## config.mk

```make
export PLATFORM = sky130hd
export DESIGN_NAME = ocsfd_top
export DESIGN_NICKNAME = d
export VERILOG_FILES = /design/src/inc/ocsfd_pkg.sv /design/src/ocsfd_sync.sv /design/src/ocsfd_top.sv
export VERILOG_INCLUDE_DIRS = /design/src /design/src/inc
export SDC_FILE = /design/constraint.sdc
export NUM_CORES = 1
export LEC_CHECK = 0
export ABC_AREA = 0
export BUFFER_PORTS_ARGS = -buffer_cell sky130_fd_sc_hd__buf_4
export CORE_MARGIN = 4
export CORE_UTILIZATION = 60
export DETAILED_ROUTE_END_ITERATION = 8
export PLACE_DENSITY_LB_ADDON = 0.2
export SYNTH_ARGS = -nofsm -noshare
export SYNTH_HDL_FRONTEND = slang
export SYNTH_HIERARCHICAL = 1
export SYNTH_SLANG_ARGS = --single-unit
```

## constraint.sdc

```tcl
create_clock -name clk_i -period 5.5 [get_ports clk_i]
set_input_delay 0 -clock clk_i [delete_from_list [all_inputs] [get_ports clk_i]]
set_output_delay 0 -clock clk_i [all_outputs]
set_load 0.02 [all_outputs]
```

## src/inc/ocsfd_map.svh

```systemverilog
/*
 * Offsets, field positions, reset values and timing counts for the
 * output clock sync and fine delay block.
 * Assumes inclusion by bare name from package or modules.
 */
`ifndef OCSFD_MAP_SVH
`define OCSFD_MAP_SVH

// write-only configuration registers, 4-bit serial address space
`define OCSFD_ADDR_I_OFFSET     4'h2
`define OCSFD_ADDR_Q_OFFSET     4'ha
`define OCSFD_ADDR_COARSE       4'he
`define OCSFD_ADDR_FINE         4'hf

// reset values as whole 16-bit words
`define OCSFD_RST_OFFSET        16'h007f
`define OCSFD_RST_COARSE        16'h07ff
`define OCSFD_RST_FINE          16'h007f

// field positions
`define OCSFD_FINE_MSB          15
`define OCSFD_FINE_LSB          7
`define OCSFD_DIR_BIT           14
`define OCSFD_COARSE_MSB        13
`define OCSFD_COARSE_LSB        11
`define OCSFD_OFS_MSB           15
`define OCSFD_OFS_LSB           8
`define OCSFD_OFS_SIGN_BIT      7

// datapath: raw results carry 4 fraction bits (1/16 code)
`define OCSFD_MIDSCALE          14'sh0800
`define OCSFD_FULL_RANGE        14'sh1000
`define OCSFD_NEG_ZERO_STEP     14'sh0002

// sample-clock falling edges from alignment to first toggle
`define OCSFD_TSD_EDGES         4'h4

`endif

```

## src/inc/ocsfd_pkg.sv

```systemverilog
/*
 * Types of the output clock sync and fine delay block.
 * Assumes ocsfd_map.svh on the include path.
 */
package ocsfd_pkg;
   `include "ocsfd_map.svh"

   // output clock sequencer, one-hot
   typedef enum logic [3:0] {
      OCSFD_RUN   = 4'h1,
      OCSFD_HOLD  = 4'h2,
      OCSFD_ALIGN = 4'h4,
      OCSFD_DELAY = 4'h8
   } ocsfd_state_t;

   typedef logic [15:0] ocsfd_word_t;
   typedef logic [8:0]  ocsfd_fine_t;
   typedef logic [2:0]  ocsfd_coarse_t;
   typedef logic [7:0]  ocsfd_code_t;
endpackage

```

## src/ocsfd_sync.sv

```systemverilog
/*
 * Two-flop level synchroniser for a small bundle of pins.
 * Assumes each bit is an independent level from outside clk_i.
 */
`timescale 1ns/10ps
`default_nettype none

module ocsfd_sync #(
   parameter int WIDTH = 4
) (
   // clock and reset
   input  wire logic             clk_i,
   input  wire logic             rst_n_i,
   // pins in, synchronised levels out
   input  wire logic [WIDTH-1:0] async_i,
   output logic      [WIDTH-1:0] sync_o
);

   logic [WIDTH-1:0] meta_q;
   logic [WIDTH-1:0] meta_d;
   logic [WIDTH-1:0] sync_q;
   logic [WIDTH-1:0] sync_d;

   // first stage feeds only the second stage
   always_comb begin
      meta_d = async_i;
      sync_d = meta_q;
   end

   always_ff @(posedge clk_i or negedge rst_n_i) begin
      if (!rst_n_i) begin
         meta_q <= '0;
         sync_q <= '0;
      end else begin
         meta_q <= meta_d;
         sync_q <= sync_d;
      end
   end

   assign sync_o = sync_q;

endmodule
`default_nettype wire

```

## src/ocsfd_top.sv

```systemverilog
/*
 * Output data clock reset/alignment, I/Q-steered fine and coarse delay
 * registers, offset correction, offset-binary coding with clipping and
 * the out-of-range flag of a dual converter.
 * Assumes the serial deframer and converter core run on clk_i; the
 * sample clock and the pins arrive from outside and are synchronised.
 */
`timescale 1ns/10ps
`default_nettype none

////////////////////////////////////////////////////////////////////////
module ocsfd_top
   import ocsfd_pkg::*;
(
   // clock and reset
   input  wire logic              clk_i,
   input  wire logic              rst_n_i,
   // configuration writes from the serial deframer
   input  wire logic              cfg_we_i,
   input  wire logic [3:0]        cfg_addr_i,
   input  wire ocsfd_pkg::ocsfd_word_t cfg_wdata_i,
   // pins from the far side
   input  wire logic              smp_clk_i,
   input  wire logic              output_clock_reset_i,
   input  wire logic              ddr_mode_i,
   input  wire logic              output_edge_select_i,
   // converter core
   input  wire logic signed [11:0] raw_i_i,
   input  wire logic signed [11:0] raw_q_i,
   input  wire logic              raw_valid_i,
   input  wire logic              cal_busy_i,
   // sample clock delay controls
   output ocsfd_pkg::ocsfd_fine_t   i_fine_delay_o,
   output ocsfd_pkg::ocsfd_fine_t   q_fine_delay_o,
   output ocsfd_pkg::ocsfd_coarse_t i_coarse_delay_o,
   output ocsfd_pkg::ocsfd_coarse_t q_coarse_delay_o,
   // output side
   output logic                   output_data_clock_o,
   output ocsfd_pkg::ocsfd_code_t  data_i_o,
   output ocsfd_pkg::ocsfd_code_t  data_q_o,
   output logic                   out_of_range_p_o,
   output logic                   out_of_range_n_o,
   output logic                   calibration_running_o
);
   import ocsfd_pkg::*;

   /////////////////////////////////////////////////////////////////////
   // pin synchronisers
   logic [3:0] pin_s;
   logic       smp_s;
   logic       ocr_s;
   logic       ddr_s;
   logic       edge_s;

   // reset pin may move at any time, so it is only read synchronised
   ocsfd_sync #(
      .WIDTH (4)
   ) u_sync (
      .clk_i   (clk_i),
      .rst_n_i (rst_n_i),
      .async_i ({smp_clk_i, output_clock_reset_i,
                 ddr_mode_i, output_edge_select_i}),
      .sync_o  (pin_s)
   );

   assign smp_s  = pin_s[3];
   assign ocr_s  = pin_s[2];
   assign ddr_s  = pin_s[1];
   assign edge_s = pin_s[0];

   /////////////////////////////////////////////////////////////////////
   // write-only configuration registers
   ocsfd_fine_t   fine_q,  fine_d;
   logic          dir_q,   dir_d;
   ocsfd_coarse_t coarse_q, coarse_d;
   logic [7:0]    ofs_mag_q [2];
   logic [7:0]    ofs_mag_d [2];
   logic          ofs_neg_q [2];
   logic          ofs_neg_d [2];

   // only named fields are kept; filler bits are never stored
   always_comb begin
      fine_d    = fine_q;
      dir_d     = dir_q;
      coarse_d  = coarse_q;
      ofs_mag_d = ofs_mag_q;
      ofs_neg_d = ofs_neg_q;
      if (cfg_we_i) begin
         case (cfg_addr_i)
            `OCSFD_ADDR_FINE: begin
               fine_d = cfg_wdata_i[`OCSFD_FINE_MSB:`OCSFD_FINE_LSB];
            end
            `OCSFD_ADDR_COARSE: begin
               dir_d    = cfg_wdata_i[`OCSFD_DIR_BIT];
               coarse_d = cfg_wdata_i[`OCSFD_COARSE_MSB:`OCSFD_COARSE_LSB];
            end
            `OCSFD_ADDR_I_OFFSET: begin
               ofs_mag_d[0] = cfg_wdata_i[`OCSFD_OFS_MSB:`OCSFD_OFS_LSB];
               ofs_neg_d[0] = cfg_wdata_i[`OCSFD_OFS_SIGN_BIT];
            end
            `OCSFD_ADDR_Q_OFFSET: begin
               ofs_mag_d[1] = cfg_wdata_i[`OCSFD_OFS_MSB:`OCSFD_OFS_LSB];
               ofs_neg_d[1] = cfg_wdata_i[`OCSFD_OFS_SIGN_BIT];
            end
            default: begin
               fine_d = fine_q;  // other addresses belong elsewhere
            end
         endcase
      end
   end

   localparam ocsfd_word_t RST_FINE   = `OCSFD_RST_FINE;
   localparam ocsfd_word_t RST_COARSE = `OCSFD_RST_COARSE;
   localparam ocsfd_word_t RST_OFS    = `OCSFD_RST_OFFSET;

   always_ff @(posedge clk_i or negedge rst_n_i) begin
      if (!rst_n_i) begin
         fine_q    <= RST_FINE[`OCSFD_FINE_MSB:`OCSFD_FINE_LSB];
         dir_q     <= RST_COARSE[`OCSFD_DIR_BIT];
         coarse_q  <= RST_COARSE[`OCSFD_COARSE_MSB:`OCSFD_COARSE_LSB];
         for (int c = 0; c < 2; c++) begin
            ofs_mag_q[c] <= RST_OFS[`OCSFD_OFS_MSB:`OCSFD_OFS_LSB];
            ofs_neg_q[c] <= RST_OFS[`OCSFD_OFS_SIGN_BIT];
         end
      end else begin
         fine_q    <= fine_d;
         dir_q     <= dir_d;
         coarse_q  <= coarse_d;
         ofs_mag_q <= ofs_mag_d;
         ofs_neg_q <= ofs_neg_d;
      end
   end

   /////////////////////////////////////////////////////////////////////
   // delay steering and calibration indicator
   ocsfd_fine_t   i_fine_q, i_fine_d, q_fine_q, q_fine_d;
   ocsfd_coarse_t i_crs_q, i_crs_d, q_crs_q, q_crs_d;
   logic          cal_q, cal_d;

   // unselected channel keeps a fixed clock; zero field means no delay
   always_comb begin
      i_fine_d = dir_q ? '0 : fine_q;
      q_fine_d = dir_q ? fine_q : '0;
      i_crs_d  = dir_q ? '0 : coarse_q;
      q_crs_d  = dir_q ? coarse_q : '0;
      cal_d    = cal_busy_i;
   end

   always_ff @(posedge clk_i or negedge rst_n_i) begin
      if (!rst_n_i) begin
         i_fine_q <= '0;
         q_fine_q <= '0;
         i_crs_q  <= '0;
         q_crs_q  <= '0;
         cal_q    <= 1'b0;
      end else begin
         i_fine_q <= i_fine_d;
         q_fine_q <= q_fine_d;
         i_crs_q  <= i_crs_d;
         q_crs_q  <= q_crs_d;
         cal_q    <= cal_d;
      end
   end

   assign i_fine_delay_o        = i_fine_q;
   assign q_fine_delay_o        = q_fine_q;
   assign i_coarse_delay_o      = i_crs_q;
   assign q_coarse_delay_o      = q_crs_q;
   assign calibration_running_o = cal_q;

   /////////////////////////////////////////////////////////////////////
   // output data clock sequencer
   ocsfd_state_t st_q, st_d;
   logic         smp_q;
   logic         output_data_clock_q, output_data_clock_d;
   logic [3:0]   lat_q, lat_d;
   logic         smp_fall;
   logic         idle_lvl;

   assign smp_fall = smp_q & ~smp_s;

   // sdr with rising-edge data holds low, falling-edge holds high
   assign idle_lvl = ddr_s ? 1'b0 : ~edge_s;

   // a reset raised mid-cycle may clip output_data_clock into a narrow pulse;
   // calibration is not guarded here, the far side keeps off it
   always_comb begin
      st_d   = st_q;
      output_data_clock_d = output_data_clock_q;
      lat_d  = lat_q;
      if (ocr_s) begin
         st_d   = OCSFD_HOLD;
         output_data_clock_d = idle_lvl;
      end else begin
         case (st_q)
            OCSFD_RUN: begin
               if (smp_fall) output_data_clock_d = ~output_data_clock_q;
            end
            OCSFD_HOLD: begin
               output_data_clock_d = idle_lvl;
               st_d   = OCSFD_ALIGN;  // release seen, sample rise
            end
            OCSFD_ALIGN: begin
               output_data_clock_d = idle_lvl;
               if (smp_fall) begin
                  st_d  = OCSFD_DELAY;  // phase reference
                  lat_d = '0;
               end
            end
            OCSFD_DELAY: begin
               output_data_clock_d = idle_lvl;
               if (smp_fall) begin
                  lat_d = lat_q + 4'h1;
                  if (lat_q == `OCSFD_TSD_EDGES - 4'h1) begin
                     st_d   = OCSFD_RUN;
                     output_data_clock_d = ~idle_lvl;
                  end
               end
            end
            default: begin
               st_d = OCSFD_HOLD;
            end
         endcase
      end
   end

   always_ff @(posedge clk_i or negedge rst_n_i) begin
      if (!rst_n_i) begin
         st_q   <= OCSFD_RUN;
         smp_q  <= 1'b0;
         output_data_clock_q <= 1'b0;
         lat_q  <= '0;
      end else begin
         st_q   <= st_d;
         smp_q  <= smp_s;
         output_data_clock_q <= output_data_clock_d;
         lat_q  <= lat_d;
      end
   end

   assign output_data_clock_o = output_data_clock_q;

   /////////////////////////////////////////////////////////////////////
   // offset correction, coding and clipping per channel
   logic signed [11:0] raw    [2];
   ocsfd_code_t        code_q [2];
   ocsfd_code_t        code_d [2];
   logic               oor_c  [2];
   logic               oor_q, oor_d;
   logic               oor_n_q, oor_n_d;

   assign raw[0] = raw_i_i;
   assign raw[1] = raw_q_i;

   for (genvar c = 0; c < 2; c++) begin : g_chan
      logic signed [13:0] adj;
      logic signed [13:0] sum;
      // zero input lands on 80h.0, the 7Fh/80h boundary
      always_comb begin
         adj = ofs_neg_q[c]
               ? -($signed({6'h00, ofs_mag_q[c]}) + `OCSFD_NEG_ZERO_STEP)
               : $signed({6'h00, ofs_mag_q[c]});
         sum = $signed({{2{raw[c][11]}}, raw[c]}) + adj + `OCSFD_MIDSCALE;
         oor_c[c]  = 1'b0;
         code_d[c] = code_q[c];
         if (raw_valid_i) begin
            if (sum < 14'sh0000) begin
               code_d[c] = 8'h00;  // clip, never wrap
               oor_c[c]  = 1'b1;
            end else if (sum >= `OCSFD_FULL_RANGE) begin
               code_d[c] = 8'hff;
               oor_c[c]  = 1'b1;
            end else begin
               code_d[c] = sum[11:4];
            end
         end
      end
   end

   // flag follows the latest sample pair
   always_comb begin
      oor_d = raw_valid_i ? (oor_c[0] | oor_c[1]) : oor_q;
      oor_n_d = ~oor_d;  // own flop, both legs switch on one edge
   end

   always_ff @(posedge clk_i or negedge rst_n_i) begin
      if (!rst_n_i) begin
         code_q[0] <= 8'h80;
         code_q[1] <= 8'h80;
         oor_q     <= 1'b0;
         oor_n_q   <= 1'b1;
      end else begin
         code_q <= code_d;
         oor_q  <= oor_d;
         oor_n_q <= oor_n_d;
      end
   end

   assign data_i_o         = code_q[0];
   assign data_q_o         = code_q[1];
   assign out_of_range_p_o = oor_q;
   assign out_of_range_n_o = oor_n_q;

endmodule
`default_nettype wire

```

==> results.txt <==
IO Port Bufs = 89
Post-synth EDFFs = 0
CP Cell Sequence = ha_1, nand2_1, nor2_1, a31oi_1, ha_1, ha_1, a21o_1, a21oi_1, mux2_2, a41oi_1, o2111ai_2, nor4b_1, a2111oi_2
Post-synthesis xor/xnor area fraction = 5.43%
Compound-gate portion of the synthesized area = 13.5%
Max Cap Violations = 0
Post-CTS Setup Inserts = 0
DRC = 0
Worst R2R Path Depth = 13
Delay-heaviest family, CP = compound AO/OA/AOI/OAI gates
Final Hold Fails = 0
Min-delay worst type = input pin to asynchronous set/reset pin
Total Wirelength = 11.6 mm
Final Wtd Congestion = 0.881
Clock Sinks = 92
Most common cell after layout, fill and taps aside = buf_4
Layout net count = 686
Starting density of the core = 62.4%
Simple-Gate Fraction of Synth Area = 13.5%
Synthesized net count = 579
Synth Instances = 473
RSZ-0062 raised after global routing = false
Switching Power = 1.14 mW
Reg clk slew, reported paths = 100 ps
Achievable frequency = 272 MHz
Slew headroom = 45.9%
Vias in the first global route = 3948
Main synth FF type = dfrtp_1
Via density per instance = 5.70
Slew @ Worst Pin = 809 ps
GR Overflow Total = 0
Final critical-path required period = 3680 ps
Most frequent cell on the critical path = ha_1
Status = finished clean
YS warnings = 6
Final core occ = 75.9%
First-pass GRT wire length = 18.9 mm
Period utilization = 66.9%
Vias = 3930
Sum Neg Setup Slack = 0 ps
Layout cells sized above 1 = 26.7%
Die area = 10200 sq um
Post-place instance area = 5940 sq um
Pre-antenna DRT Iters = 4
Worst Skew = 14.4 ps
Seq/Total Area, Yosys = 44.5%
WS Path Type = flip-flop to flip-flop
Antenna violations before repair = 0
Crit path required time = 5720 ps
WP buf/inv = 0
Adder-Cell Fraction of Synth Area = 13.1%
Final Hold Slack = 128 ps
H-tree depth = 3
Arr. time, crit path = 3900 ps
TritonCTS clock tree = done
GRT Overall Usage = 23.7%
PostCTS Resize Cnt = 0
Critical Path Fanout Max = 11
Reg-to-reg startpoint = ofs_mag_q[1]
CP Capture Type = flip-flop
Setup ws final = 1820 ps
TritonCTS buffer count = 9
Post-synth ARST share = 100%
Initial DRC count = 183
DP HPWL = 8.43 mm
P&R area growth vs syn = 21.6%
# setup viols final = 0
# rows = 33
Root Buffer = clkbuf_8
Avg Inst Size Synth = 11.0 sq um
Clk pwr share = 16.0%
Largest net degree at the start of global routing = 58
Sequential power share = 34.8%
Commonest cells after routing, fill and taps aside = buf_4, dfrtp_1, ha_1, nor2_1
Final ANT Viol Nets = 0
Comb pwr share = 49.2%
Final max-slew violation count = 0
Slowest-stage cell, CP = nor4b_1
Flop2flop setup slack = 1820 ps
# IOs = 97
Place WS = 1890 ps
Netlist cell types = 61
Cell area after layout = 6300 sq um
Cell Area, Synth = 5180 sq um
Clk_lat worst skew = 350 ps
P_leak = 3.04 nW
PD cells = 449 nW/um^2
Switching Share = 40.2%
Synth Register Bits = 92
CP max stage delay = 430 ps
R2r endpoint = data_q_o[6]
VDD IR max = 0.237 mV
Die H = 101 um
Multiplexer area fraction after synthesis = 7.63%
Crit start category = flip-flop
Die width = 101 um
Wire length per cell = 16.8 um
Main combinational cell family by area after synthesis = compound AO/OA/AOI/OAI gates
Clk buf depth = 2
Core box area = 8300 sq um
Cell internal pwr = 1.69 mW
-- through the flow --
stage,cells,power [mW]
6_report,690,2.83
5_1_grt,689,3.03
3_3_place_gp,658,2.30
3_5_place_dp,658,2.37
4_1_cts,689,2.84
2_1_floorplan,473,1.96
-- cells in the mapped netlist, types with 11 or more instances --
cell | count | area, sq um
a21o_1 | 11 | 82.6
a21oi_1 | 17 | 85.1
and2_1 | 13 | 81.3
dfrtp_1 | 88 | 2200
ha_1 | 51 | 638
inv_1 | 21 | 78.8
mux2_2 | 32 | 360
nand2_1 | 32 | 120
nor2_1 | 39 | 146
nor2b_1 | 16 | 100
o21ai_0 | 11 | 55.1
xnor2_1 | 21 | 184
-- area by class of cell --
class / instances / area, sq um
Fill cell: 557 / 2000
Tap cell: 105 / 131
Clock inverter: 6 / 71.3
Sequential cell: 92 / 2310
Clock buffer: 9 / 124
Multi-Input combinational cell: 350 / 2750
Antenna cell: 1 / 2.50
Inverter: 21 / 78.8
Timing Repair Buffer: 106 / 836
-- registers in the layout, summed over array words and instances (netlist names), 4 cells and up, named ones only --
name,cells
q_fine_delay_o,9
st_q,4
data_i_o,8
fine_q,9
i_fine_delay_o,9
u_sync/sync_o,4
ofs_mag_q,16
u_sync/meta_q,4
data_q_o,8
lat_q,4
-- power groups by stage --
stage / Clock (mW) / Combinational, mW / Sequential (mW)
global placement: 0 / 1.32 / 0.982
floorplan: 0 / 0.886 / 1.07
global route: 0.488 / 1.54 / 1.01
CTS: 0.463 / 1.39 / 0.981
finish: 0.453 / 1.39 / 0.984
detailed placement: 0 / 1.37 / 0.993
-- how the worst max path moves through the flow --
stage,start,endpoint,slack (ps),cells past startpoint
final,ofs_mag_q[1],data_q_o[6],1820,13
after global routing,ofs_mag_q[1],data_q_o[6],1630,13
after CTS,ofs_mag_q[1],data_q_o[6],1840,13
after detailed placement,ofs_mag_q[1],data_q_o[6],1890,13
after global placement,ofs_mag_q[9],flip-flop,2020,13
after floorplan,ofs_neg_q[0],flip-flop,2290,13
-- cells by family (layout without fill, tap and decap cells) --
logic type,Yosys count,count (layout)
compound gates,93,93
xor+xnor,30,30
fa+ha+maj,53,53
buf+inv,31,142
flops,92,92
mux,35,35
other cells,0,1
simple gates,139,139
-- what timing repair did --
item	CTS	global route
setup endpoints to repair	0	0
hold buffers	16	0
hold endpoints to repair	74	0
-- layer usage --
metal	vias up	routed length, um	GRT usage, %
li1	1892	-	-
met2	98	5990	41.0
met3	17	426	4.29
met1	1923	4990	29.8
met4	0	189	8.18
met5	-	0	0
No activity file was read; power rests on OpenSTA's default activity.
